`src/hpc_map.svh`:
```
// Purpose: Register offsets, field positions and reset values of the hot-plug config block
// Assumes: Byte addresses on a 32-bit Avalon-MM slave, one aligned word per register
// Notes: Definitions only; included by hpc_pkg and the design file
`ifndef HPC_MAP_SVH
`define HPC_MAP_SVH

// Register byte offsets
`define HPC_OFS_CONFIG 12'h408
`define HPC_OFS_POLICY 12'h40C
`define HPC_OFS_STATUS 12'h410

// Field positions in hotplug_config_control
`define HPC_BIT_INV_BUTTON 0
`define HPC_BIT_INV_PRESENCE 1
`define HPC_BIT_INV_FAULT 2
`define HPC_BIT_INV_LATCH 3
`define HPC_BIT_INV_ATTN_LED 4
`define HPC_BIT_INV_PWR_LED 5
`define HPC_BIT_INV_PWR_EN 6
`define HPC_BIT_INV_INTERLOCK 7
`define HPC_BIT_INV_PWR_GOOD 8
`define HPC_SEL_LO 9
`define HPC_SEL_HI 10
`define HPC_BIT_AUTO_OFF 11
`define HPC_CFG_WIDTH 12

// Byte lanes of the policy and status words
`define HPC_POL_LATCH_LSB 0
`define HPC_POL_PWR_CTRL_LSB 16
`define HPC_ST_PRES_LSB 0
`define HPC_ST_LATCH_LSB 8
`define HPC_ST_PWR_LSB 16
`define HPC_ST_AUTO_LSB 24

// Reset values
`define HPC_RST_CONFIG 12'h800
`define HPC_RST_LATCH_CAP 8'h00
`define HPC_RST_PWR_CTRL 8'hFF

`endif

```
`src/hpc_pkg.sv`:
```
// Purpose: Types shared by the hot-plug signal configuration block
// Assumes: hpc_map.svh holds every offset, field position and reset value
// Notes: Presence report selector encodings live here as an enum
`include "hpc_map.svh"

package hpc_pkg;

  // Presence report selector settings
  typedef enum logic [1:0] {
    HPC_PRES_BOTH = 2'h0,
    HPC_PRES_SIGNAL = 2'h1,
    HPC_PRES_ALWAYS = 2'h2,
    HPC_PRES_NEVER = 2'h3
  } hpc_pres_e;

  // Avalon-MM request from the master
  typedef struct packed {
    logic read;
    logic write;
    logic [11:0] address;
    logic [31:0] writedata;
    logic [3:0] byteenable;
  } hpc_avl_req_s;

  // Hot-plug input pins of one slot
  typedef struct packed {
    logic button;
    logic presence;
    logic fault;
    logic latch;
    logic power_good;
  } hpc_pin_in_s;

  // Hot-plug output pins of one slot
  typedef struct packed {
    logic attention;
    logic power_led;
    logic power_enable;
    logic interlock;
  } hpc_pin_out_s;

endpackage : hpc_pkg

```
`src/hpc_top.sv`:
```
// Purpose: Hot-plug sideband configuration: pin polarity, presence report, latch power-off
// Assumes: 25 MHz clock, synchronous active-low reset, pins synchronous to the clock
// Notes: Corrected signals are active high; a one means asserted (latch one means open)
// Behaviour
// - Invert attention-button input on all ports; reset zero
// - Invert presence-detect input on all ports
// - Invert power-fault input on all ports
// - Invert latch-sensor input on all ports
// - Drive attention-indicator output inverted on all ports
// - Drive power-indicator output inverted on all ports
// - Drive slot power-enable output inverted on all ports
// - Drive interlock output inverted on all ports
// - Invert power-good input on all ports
// - Selector zero reports receiver-detect OR presence
// - Selector one reports presence-detect input only
// - Selector two always reports adapter present
// - Selector three always reports no adapter
// - Latch open cuts slot power when enabled
// - Latch power-off overrides power controller control
`timescale 1ns/100ps
`include "hpc_map.svh"

module hpc_top #(
  parameter int NUM_PORTS = 5 // Downstream slots, at most eight
) (
  input wire logic clock, // Core clock, 25 MHz
  input wire logic rst_n, // Synchronous reset, active low
  input wire hpc_pkg::hpc_avl_req_s avl_req, // Avalon-MM request
  output logic [31:0] avl_readdata, // Avalon-MM read data
  output logic avl_waitrequest, // Avalon-MM wait request
  input wire hpc_pkg::hpc_pin_in_s [NUM_PORTS-1:0] pin_in, // Raw slot input pins
  output hpc_pkg::hpc_pin_out_s [NUM_PORTS-1:0] pin_out, // Slot output pins
  input wire logic [NUM_PORTS-1:0] receiver_detect, // Receiver-detect result per port
  input wire logic [NUM_PORTS-1:0] ctrl_attention, // Controller attention indicator on
  input wire logic [NUM_PORTS-1:0] ctrl_power_led, // Controller power indicator on
  input wire logic [NUM_PORTS-1:0] ctrl_interlock, // Controller interlock engaged
  output hpc_pkg::hpc_pin_in_s [NUM_PORTS-1:0] ctrl_in, // Corrected inputs to controllers
  output logic [NUM_PORTS-1:0] ctrl_presence // Reported presence to controllers
);
  import hpc_pkg::*;

  // Register address decode, used by both the read and the write path
  typedef enum logic [1:0] {
    HPC_SEL_NONE,
    HPC_SEL_CONFIG,
    HPC_SEL_POLICY,
    HPC_SEL_STATUS
  } hpc_regsel_e;

  function automatic hpc_regsel_e hpc_decode(input logic [11:0] addr);
    hpc_regsel_e sel;
    sel = HPC_SEL_NONE;
    if (addr == `HPC_OFS_CONFIG) begin
      sel = HPC_SEL_CONFIG;
    end else if (addr == `HPC_OFS_POLICY) begin
      sel = HPC_SEL_POLICY;
    end else if (addr == `HPC_OFS_STATUS) begin
      sel = HPC_SEL_STATUS;
    end
    return sel;
  endfunction : hpc_decode

  // Byte-enable merge of write data into an old register word
  function automatic logic [31:0] hpc_merge(input logic [31:0] old_word,
                                            input logic [31:0] new_word,
                                            input logic [3:0] be);
    logic [31:0] res;
    res = old_word;
    for (int b = 0; b < 4; b++) begin
      if (be[b]) begin
        res[8*b +: 8] = new_word[8*b +: 8];
      end
    end
    return res;
  endfunction : hpc_merge

  // Bus slave state
  logic waitrequest_ff; // High except for the single accept cycle
  logic nxt_waitrequest;
  logic [31:0] readdata_ff; // Read data, valid when waitrequest is low
  logic [31:0] nxt_readdata;

  // Software registers, all held until written and reloaded by reset
  logic [`HPC_CFG_WIDTH-1:0] config_ff; // hotplug_config_control low fields
  logic [`HPC_CFG_WIDTH-1:0] nxt_config;
  logic [NUM_PORTS-1:0] latch_cap_ff; // latch_present_capability per slot
  logic [NUM_PORTS-1:0] nxt_latch_cap;
  logic [NUM_PORTS-1:0] pwr_ctrl_ff; // power_controller_control, one means off
  logic [NUM_PORTS-1:0] nxt_pwr_ctrl;

  // Pin and controller side state
  hpc_pin_out_s [NUM_PORTS-1:0] pin_out_ff; // Registered output pins
  hpc_pin_out_s [NUM_PORTS-1:0] nxt_pin_out;
  hpc_pin_in_s [NUM_PORTS-1:0] ctrl_in_ff; // Corrected inputs to controllers
  hpc_pin_in_s [NUM_PORTS-1:0] nxt_ctrl_in;
  logic [NUM_PORTS-1:0] presence_ff; // Reported presence
  logic [NUM_PORTS-1:0] nxt_presence;
  logic [NUM_PORTS-1:0] power_on_ff; // Logical slot power state
  logic [NUM_PORTS-1:0] nxt_power_on;
  logic [NUM_PORTS-1:0] auto_off_ff; // Latch power-off currently forcing power down
  logic [NUM_PORTS-1:0] nxt_auto_off;

  // Decoded access of the current cycle
  hpc_regsel_e req_sel; // Register hit by the request
  logic wr_take; // Write takes effect at this edge
  logic [31:0] policy_word; // Policy register as read
  logic [31:0] status_word; // Status register as read
  hpc_pres_e pres_mode; // Presence report selector

  assign req_sel = hpc_decode(avl_req.address);
  assign wr_take = avl_req.write && !waitrequest_ff;
  assign pres_mode = hpc_pres_e'(config_ff[`HPC_SEL_HI:`HPC_SEL_LO]);

  // Assemble read images; unused bits read as zero
  always_comb begin
    policy_word = 32'h0000_0000;
    status_word = 32'h0000_0000;
    policy_word[`HPC_POL_LATCH_LSB +: NUM_PORTS] = latch_cap_ff;
    policy_word[`HPC_POL_PWR_CTRL_LSB +: NUM_PORTS] = pwr_ctrl_ff;
    status_word[`HPC_ST_PRES_LSB +: NUM_PORTS] = presence_ff;
    for (int p = 0; p < NUM_PORTS; p++) begin
      status_word[`HPC_ST_LATCH_LSB + p] = ctrl_in_ff[p].latch;
    end
    status_word[`HPC_ST_PWR_LSB +: NUM_PORTS] = power_on_ff;
    status_word[`HPC_ST_AUTO_LSB +: NUM_PORTS] = auto_off_ff;
  end

  // Bus slave: one wait cycle per access, then a single accept cycle.
  // Registering waitrequest costs a cycle but keeps every bus output on a flop.
  always_comb begin
    nxt_waitrequest = 1'b1;
    nxt_readdata = readdata_ff;
    if ((avl_req.read || avl_req.write) && waitrequest_ff) begin
      nxt_waitrequest = 1'b0;
      unique case (req_sel)
        HPC_SEL_CONFIG: nxt_readdata = {{(32-`HPC_CFG_WIDTH){1'b0}}, config_ff};
        HPC_SEL_POLICY: nxt_readdata = policy_word;
        HPC_SEL_STATUS: nxt_readdata = status_word;
        HPC_SEL_NONE: nxt_readdata = 32'h0000_0000; // Unmapped reads give zero
      endcase
    end
  end

  always_ff @(posedge clock) begin
    if (!rst_n) begin
      waitrequest_ff <= 1'b1;
      readdata_ff <= 32'h0000_0000;
    end else begin
      waitrequest_ff <= nxt_waitrequest;
      readdata_ff <= nxt_readdata;
    end
  end

  // Register writes; status is read only and unmapped writes are dropped
  always_comb begin
    logic [31:0] merged;
    merged = 32'h0000_0000;
    nxt_config = config_ff;
    nxt_latch_cap = latch_cap_ff;
    nxt_pwr_ctrl = pwr_ctrl_ff;
    if (wr_take && req_sel == HPC_SEL_CONFIG) begin
      merged = hpc_merge({{(32-`HPC_CFG_WIDTH){1'b0}}, config_ff},
                         avl_req.writedata, avl_req.byteenable);
      nxt_config = merged[`HPC_CFG_WIDTH-1:0];
    end else if (wr_take && req_sel == HPC_SEL_POLICY) begin
      merged = hpc_merge(policy_word, avl_req.writedata, avl_req.byteenable);
      nxt_latch_cap = merged[`HPC_POL_LATCH_LSB +: NUM_PORTS];
      nxt_pwr_ctrl = merged[`HPC_POL_PWR_CTRL_LSB +: NUM_PORTS];
    end
  end

  always_ff @(posedge clock) begin
    if (!rst_n) begin
      config_ff <= `HPC_RST_CONFIG;
      latch_cap_ff <= NUM_PORTS'(`HPC_RST_LATCH_CAP);
      pwr_ctrl_ff <= NUM_PORTS'(`HPC_RST_PWR_CTRL);
    end else begin
      config_ff <= nxt_config;
      latch_cap_ff <= nxt_latch_cap;
      pwr_ctrl_ff <= nxt_pwr_ctrl;
    end
  end

  // Per-slot signal path. Inputs are corrected once at the pins so that
  // presence, latch power-off and the controllers never see raw sense.
  always_comb begin
    hpc_pin_in_s fixed;
    logic want_on;
    fixed = '0;
    want_on = 1'b0;
    for (int p = 0; p < NUM_PORTS; p++) begin
      // Pin boundary correction
      fixed.button = pin_in[p].button ^ config_ff[`HPC_BIT_INV_BUTTON];
      fixed.presence = pin_in[p].presence ^ config_ff[`HPC_BIT_INV_PRESENCE];
      fixed.fault = pin_in[p].fault ^ config_ff[`HPC_BIT_INV_FAULT];
      fixed.latch = pin_in[p].latch ^ config_ff[`HPC_BIT_INV_LATCH];
      fixed.power_good = pin_in[p].power_good ^ config_ff[`HPC_BIT_INV_PWR_GOOD];
      nxt_ctrl_in[p] = fixed;
      // Presence report to the controller
      unique case (pres_mode)
        HPC_PRES_BOTH: nxt_presence[p] = receiver_detect[p] | fixed.presence;
        HPC_PRES_SIGNAL: nxt_presence[p] = fixed.presence;
        HPC_PRES_ALWAYS: nxt_presence[p] = 1'b1;
        HPC_PRES_NEVER: nxt_presence[p] = 1'b0;
      endcase
      // With auto-off set, an open latch on a latch-capable slot forces power off whatever the power controller bit asks
      nxt_auto_off[p] = config_ff[`HPC_BIT_AUTO_OFF] && latch_cap_ff[p] && fixed.latch;
      want_on = !pwr_ctrl_ff[p];
      nxt_power_on[p] = want_on && !nxt_auto_off[p];
      // Output pin polarity
      nxt_pin_out[p].attention = ctrl_attention[p] ^ config_ff[`HPC_BIT_INV_ATTN_LED];
      nxt_pin_out[p].power_led = ctrl_power_led[p] ^ config_ff[`HPC_BIT_INV_PWR_LED];
      nxt_pin_out[p].power_enable = nxt_power_on[p] ^ config_ff[`HPC_BIT_INV_PWR_EN];
      nxt_pin_out[p].interlock = ctrl_interlock[p] ^ config_ff[`HPC_BIT_INV_INTERLOCK];
    end
  end

  // Slot side registers; power stays off through reset
  always_ff @(posedge clock) begin
    if (!rst_n) begin
      pin_out_ff <= '0;
      ctrl_in_ff <= '0;
      presence_ff <= '0;
      power_on_ff <= '0;
      auto_off_ff <= '0;
    end else begin
      pin_out_ff <= nxt_pin_out;
      ctrl_in_ff <= nxt_ctrl_in;
      presence_ff <= nxt_presence;
      power_on_ff <= nxt_power_on;
      auto_off_ff <= nxt_auto_off;
    end
  end

  assign avl_readdata = readdata_ff;
  assign avl_waitrequest = waitrequest_ff;
  assign pin_out = pin_out_ff;
  assign ctrl_in = ctrl_in_ff;
  assign ctrl_presence = presence_ff;

  // Helper vectors, one bit per port, of slot pin fields
  logic [NUM_PORTS-1:0] raw_button; // Raw button pins
  logic [NUM_PORTS-1:0] raw_presence; // Raw presence pins
  logic [NUM_PORTS-1:0] raw_latch; // Raw latch pins
  logic [NUM_PORTS-1:0] out_pwr_en; // Power-enable pins
  logic [NUM_PORTS-1:0] in_button; // Corrected button to controllers
  logic [NUM_PORTS-1:0] in_presence; // Corrected presence
  logic [NUM_PORTS-1:0] out_attn; // Attention pins
  logic [NUM_PORTS-1:0] fix_presence; // Presence pins after polarity fix

  always_comb begin
    for (int p = 0; p < NUM_PORTS; p++) begin
      raw_button[p] = pin_in[p].button;
      raw_presence[p] = pin_in[p].presence;
      raw_latch[p] = pin_in[p].latch;
      out_pwr_en[p] = pin_out_ff[p].power_enable;
      in_button[p] = ctrl_in_ff[p].button;
      in_presence[p] = ctrl_in_ff[p].presence;
      out_attn[p] = pin_out_ff[p].attention;
      // Kept as a signal so assertions sample it, not a live function value
      fix_presence[p] = pin_in[p].presence ^ config_ff[`HPC_BIT_INV_PRESENCE];
    end
  end
endmodule : hpc_top

```
`config.mk`:
```
export PLATFORM = sky130hd
export DESIGN_NAME = hpc_top
export DESIGN_NICKNAME = d
export VERILOG_FILES = /design/src/hpc_pkg.sv /design/src/hpc_top.sv
export VERILOG_INCLUDE_DIRS = /design/src /design/src/src
export SDC_FILE = /design/constraint.sdc
export NUM_CORES = 1
export LEC_CHECK = 0
export BUFFER_PORTS_ARGS = -buffer_cell sky130_fd_sc_hd__buf_2
export CORE_MARGIN = 8
export CORE_UTILIZATION = 47
export DETAILED_ROUTE_END_ITERATION = 8
export PLACE_DENSITY = 0.8
export SLEW_MARGIN = 25
export SYNTH_ARGS = -nofsm -noshare
export SYNTH_HDL_FRONTEND = slang
export SYNTH_SLANG_ARGS = --single-unit
```
`constraint.sdc`:
```
create_clock -name clock -period 2.11 [get_ports clock]
set_input_delay 0.211 -clock clock [delete_from_list [all_inputs] [get_ports clock]]
set_output_delay 0.211 -clock clock [all_outputs]
set_load 0.1 [all_outputs]
```
==> metrics.md <==
| Metric | Value |
|---|---|
| Num ports | `180` |
| # DRC | `0` |
| Crit end category | `register` |
| Tightest Pin Transition | `740.0 ps` |
| Met2 Usage GRT | `31.20%` |
| Worst-skew pair later-pin latency | `360 ps` |
| # Post-CTS Setup Buffers | `0` |
| Placed Cells | `676` |
| Clock root cell | `clkbuf_8` |
| Worst setup path category | `in -> reg` |
| Rel. slew slack | `50.59%` |
| CP bufs+invs | `1` |
| Largest net degree at the start of global routing | `46` |
| First drt pass iteration count | `4` |
| Sw frac | `32.63%` |
| Post-CTS Hold Buffers | `0` |
| Fin util | `60.00%` |
| Crit start category | `primary input` |
| Area leader, netlist | `dfxtp_1` |
| Number of global-route vias before repair | `3495` |
| GP Congestion | `0.8353` |
| Power share of the combinational group | `20.5%` |
| #FFs+latches synth | `106` |
| Post-Route WL | `11.55 mm` |
| Overall global routing resource usage | `19.03%` |
| Met3 usage | `4.728%` |
| Synthesized area per cell | `9.287 µm²` |
| PwrDens | `829.1 mW/mm²` |
| Initial Utilization | `47.55%` |
| P_int | `0.002880 W` |
| Register area share after synthesis | `51.93%` |
| Clk sinks | `106` |
| Warnings from Yosys | `0` |
| Clock-pin slew on the worst setup and hold paths | `100 ps` |
| Synth top area share | `51.93%` |
| Non-filler cells, final | `692` |
| Critical-path cell list | `buf_2, or4_4, or4_4, nor4_1, o21ai_1` |
| CTS resizes | `0` |
| Vias per cell | `5.186` |
| H-tree levels | `3` |
| Synth top area cells | `dfxtp_1, xnor2_1, nor2_1, nand2_1, mux2i_1` |
| Fin. Hold Viols | `0` |
| Site row count | `34` |
| Setup TNS | `0 ps` |
| Die area | `0.01193 mm²` |
| Final setup fails | `0` |
| FILL cells | `748` |
| Multi-input gate area | `0.001770 mm²` |
| Post-synthesis cell area | `0.004086 mm²` |
| Global route hottest layer | `met2` |
| Critical path arrival | `1940 ps` |
| Unrepaired setup endpoints after global routing | `no` |
| Die width | `109.2 µm` |
| Max FO, Critical Path | `13` |
| Top delay family on crit path | `simple AND/OR/NAND/NOR gates` |
| Fin. max-slew vios | `0` |
| Vias | `3589` |
| CP required | `2330 ps` |
| HPWL after detailed placement | `8.784 mm` |
| Hold WC Path Type | `in -> reg` |
| Commonest non-fill, non-tap cell in the layout | `buf_2` |
| Clk pwr share | `30.7%` |
| CTS Buf Count | `9` |
| DR iter-0 viols | `311` |
| Most frequent CP cell | `or4_4` |
| MaxCap Viol Count | `0` |
| Core Box Area | `0.008593 mm²` |
| Most frequent cells in the layout | `buf_2, dfxtp_1, nor2_1` |
| Initial antenna violation count | `0` |
| Max Root-Sink Buffers | `2` |
| Minimum clock period | `1720 ps` |
| Final WS setup | `390.1 ps` |
| Cells after synthesis | `440` |
| Total power | `0.004275 W` |
| N_diodes | `0` |
| Layout cells sized above 1 | `33.05%` |
| Die span in y | `109.2 µm` |
| Place WS | `28.99 ps` |
| P&R area growth vs syn | `26.18%` |
| Clock Skews | `6.589 ps` |
| ANT nets after route | `0` |
| Outcome | `completed` |
| Count of cell types in the netlist | `40` |
| Crit-path slowest cell | `or4_4` |
| Post-synth EDFFs | `0` |
| Fin crit share | `81.51%` |
| Sw power | `0.001395 W` |
| Register area | `0.002122 mm²` |
| Max incr delay on CP | `610 ps` |
| Final-stage net count | `676` |
| P_leak | `2.317 nW` |
| M1 GR Usage | `23.46%` |
| Mean routed wirelength per cell | `16.70 µm` |
| Part of the power in registers | `48.7%` |
| Worst VDD drop | `496.7 µV` |
| Synth Flop Type | `dfxtp_1` |
| Highest clock rate | `581.4 MHz` |
| Post-synth ARST share | `0%` |
| CTS tree | `built` |
| Port bufs | `154` |
| First-pass GRT wire length | `17.86 mm` |
| Total grt overflow | `0` |
routing by layer:
metal	share of wire (%)	vias to the layer above
met5	0	-
met4	2.0	0
met3	8.8	15
met2	48	160
met1	41	1660
li1	-	1754
synth_stat cells, types with 8 or more instances:
| library cell | count |
|---|---|
| dfxtp_1 | 106 |
| nor2_1 | 50 |
| nand2_1 | 39 |
| xnor2_1 | 30 |
| clkbuf_1 | 27 |
| o21ai_0 | 24 |
| a21oi_1 | 17 |
| and2_1 | 14 |
| mux2i_1 | 13 |
| nand3_1 | 12 |
| a31oi_1 | 10 |
| xor2_1 | 10 |
| buf_4 | 9 |
| nor4_1 | 9 |
| a32oi_1 | 8 |
cell families (layout without fill, tap and decap cells):
logic type,Yosys count,count (layout),synth area share [%]
DFF,106,106,51.93
buffers and inverters,51,187,5.878
xor gates and xnor gates,40,40,8.573
and+or+nand+nor,145,145,17.12
AOI/OAI and AO/OA,81,81,12.40
other,1,9,0.09177
muxes,16,16,4.011
sequential cells by signal (all words and copies together) (netlist names):
| register | count |
|---|---|
| power_on_ff | 5 |
| avl_readdata | 23 |
| pin_out | 20 |
| pwr_ctrl_ff | 5 |
| ctrl_in | 25 |
| auto_off_ff | 5 |
| config_ff | 12 |
| ctrl_presence | 5 |
| avl_waitrequest | 1 |
| latch_cap_ff | 5 |
worst reg2reg max path, stage by stage (launching register included):
cell     delay (ps)
dfxtp_1         590
xor2_1          360
a31oi_1         200
and2_1          210
layout make-up:
type	count	share of cell area, %
clock inverters	3	0.8978
flip-flops and latches	106	41.16
inverters	6	0.4368
clock buffers	13	3.276
repair buffers	165	17.28
well taps	108	2.621
multi-input cells	291	34.34
power groups by stage:
stage	logic [W]	clock network [W]	registers, W
after floorplan	0.000238	0	0.00258
after global placement	0.000867	0	0.00213
after detailed placement	0.000878	0	0.00213
after CTS	0.000880	0.00134	0.00208
after global routing	0.000914	0.00143	0.00209
final	0.000878	0.00131	0.00208
per-stage QoR:
step                hold WS, ps  instance area [µm²]
finish                    79.41                 5156
global route              75.10                 5156
CTS                       59.31                 5156
detailed placement        441.6                 4941
global placement          437.1                 4941
floorplan                 347.8                 4116
final timing paths:
kind,start,endpoint,slack (ps),cells past startpoint
setup reg to reg,config_ff[3],power_on_ff[0],660,3
hold / removal,avl_req[13],config_ff[9],80,2
setup / recovery,avl_req[42],pwr_ctrl_ff[2],390,5
hold reg to reg,avl_readdata[25],avl_readdata[25],450,2
(Power assumes the default switching activity.)
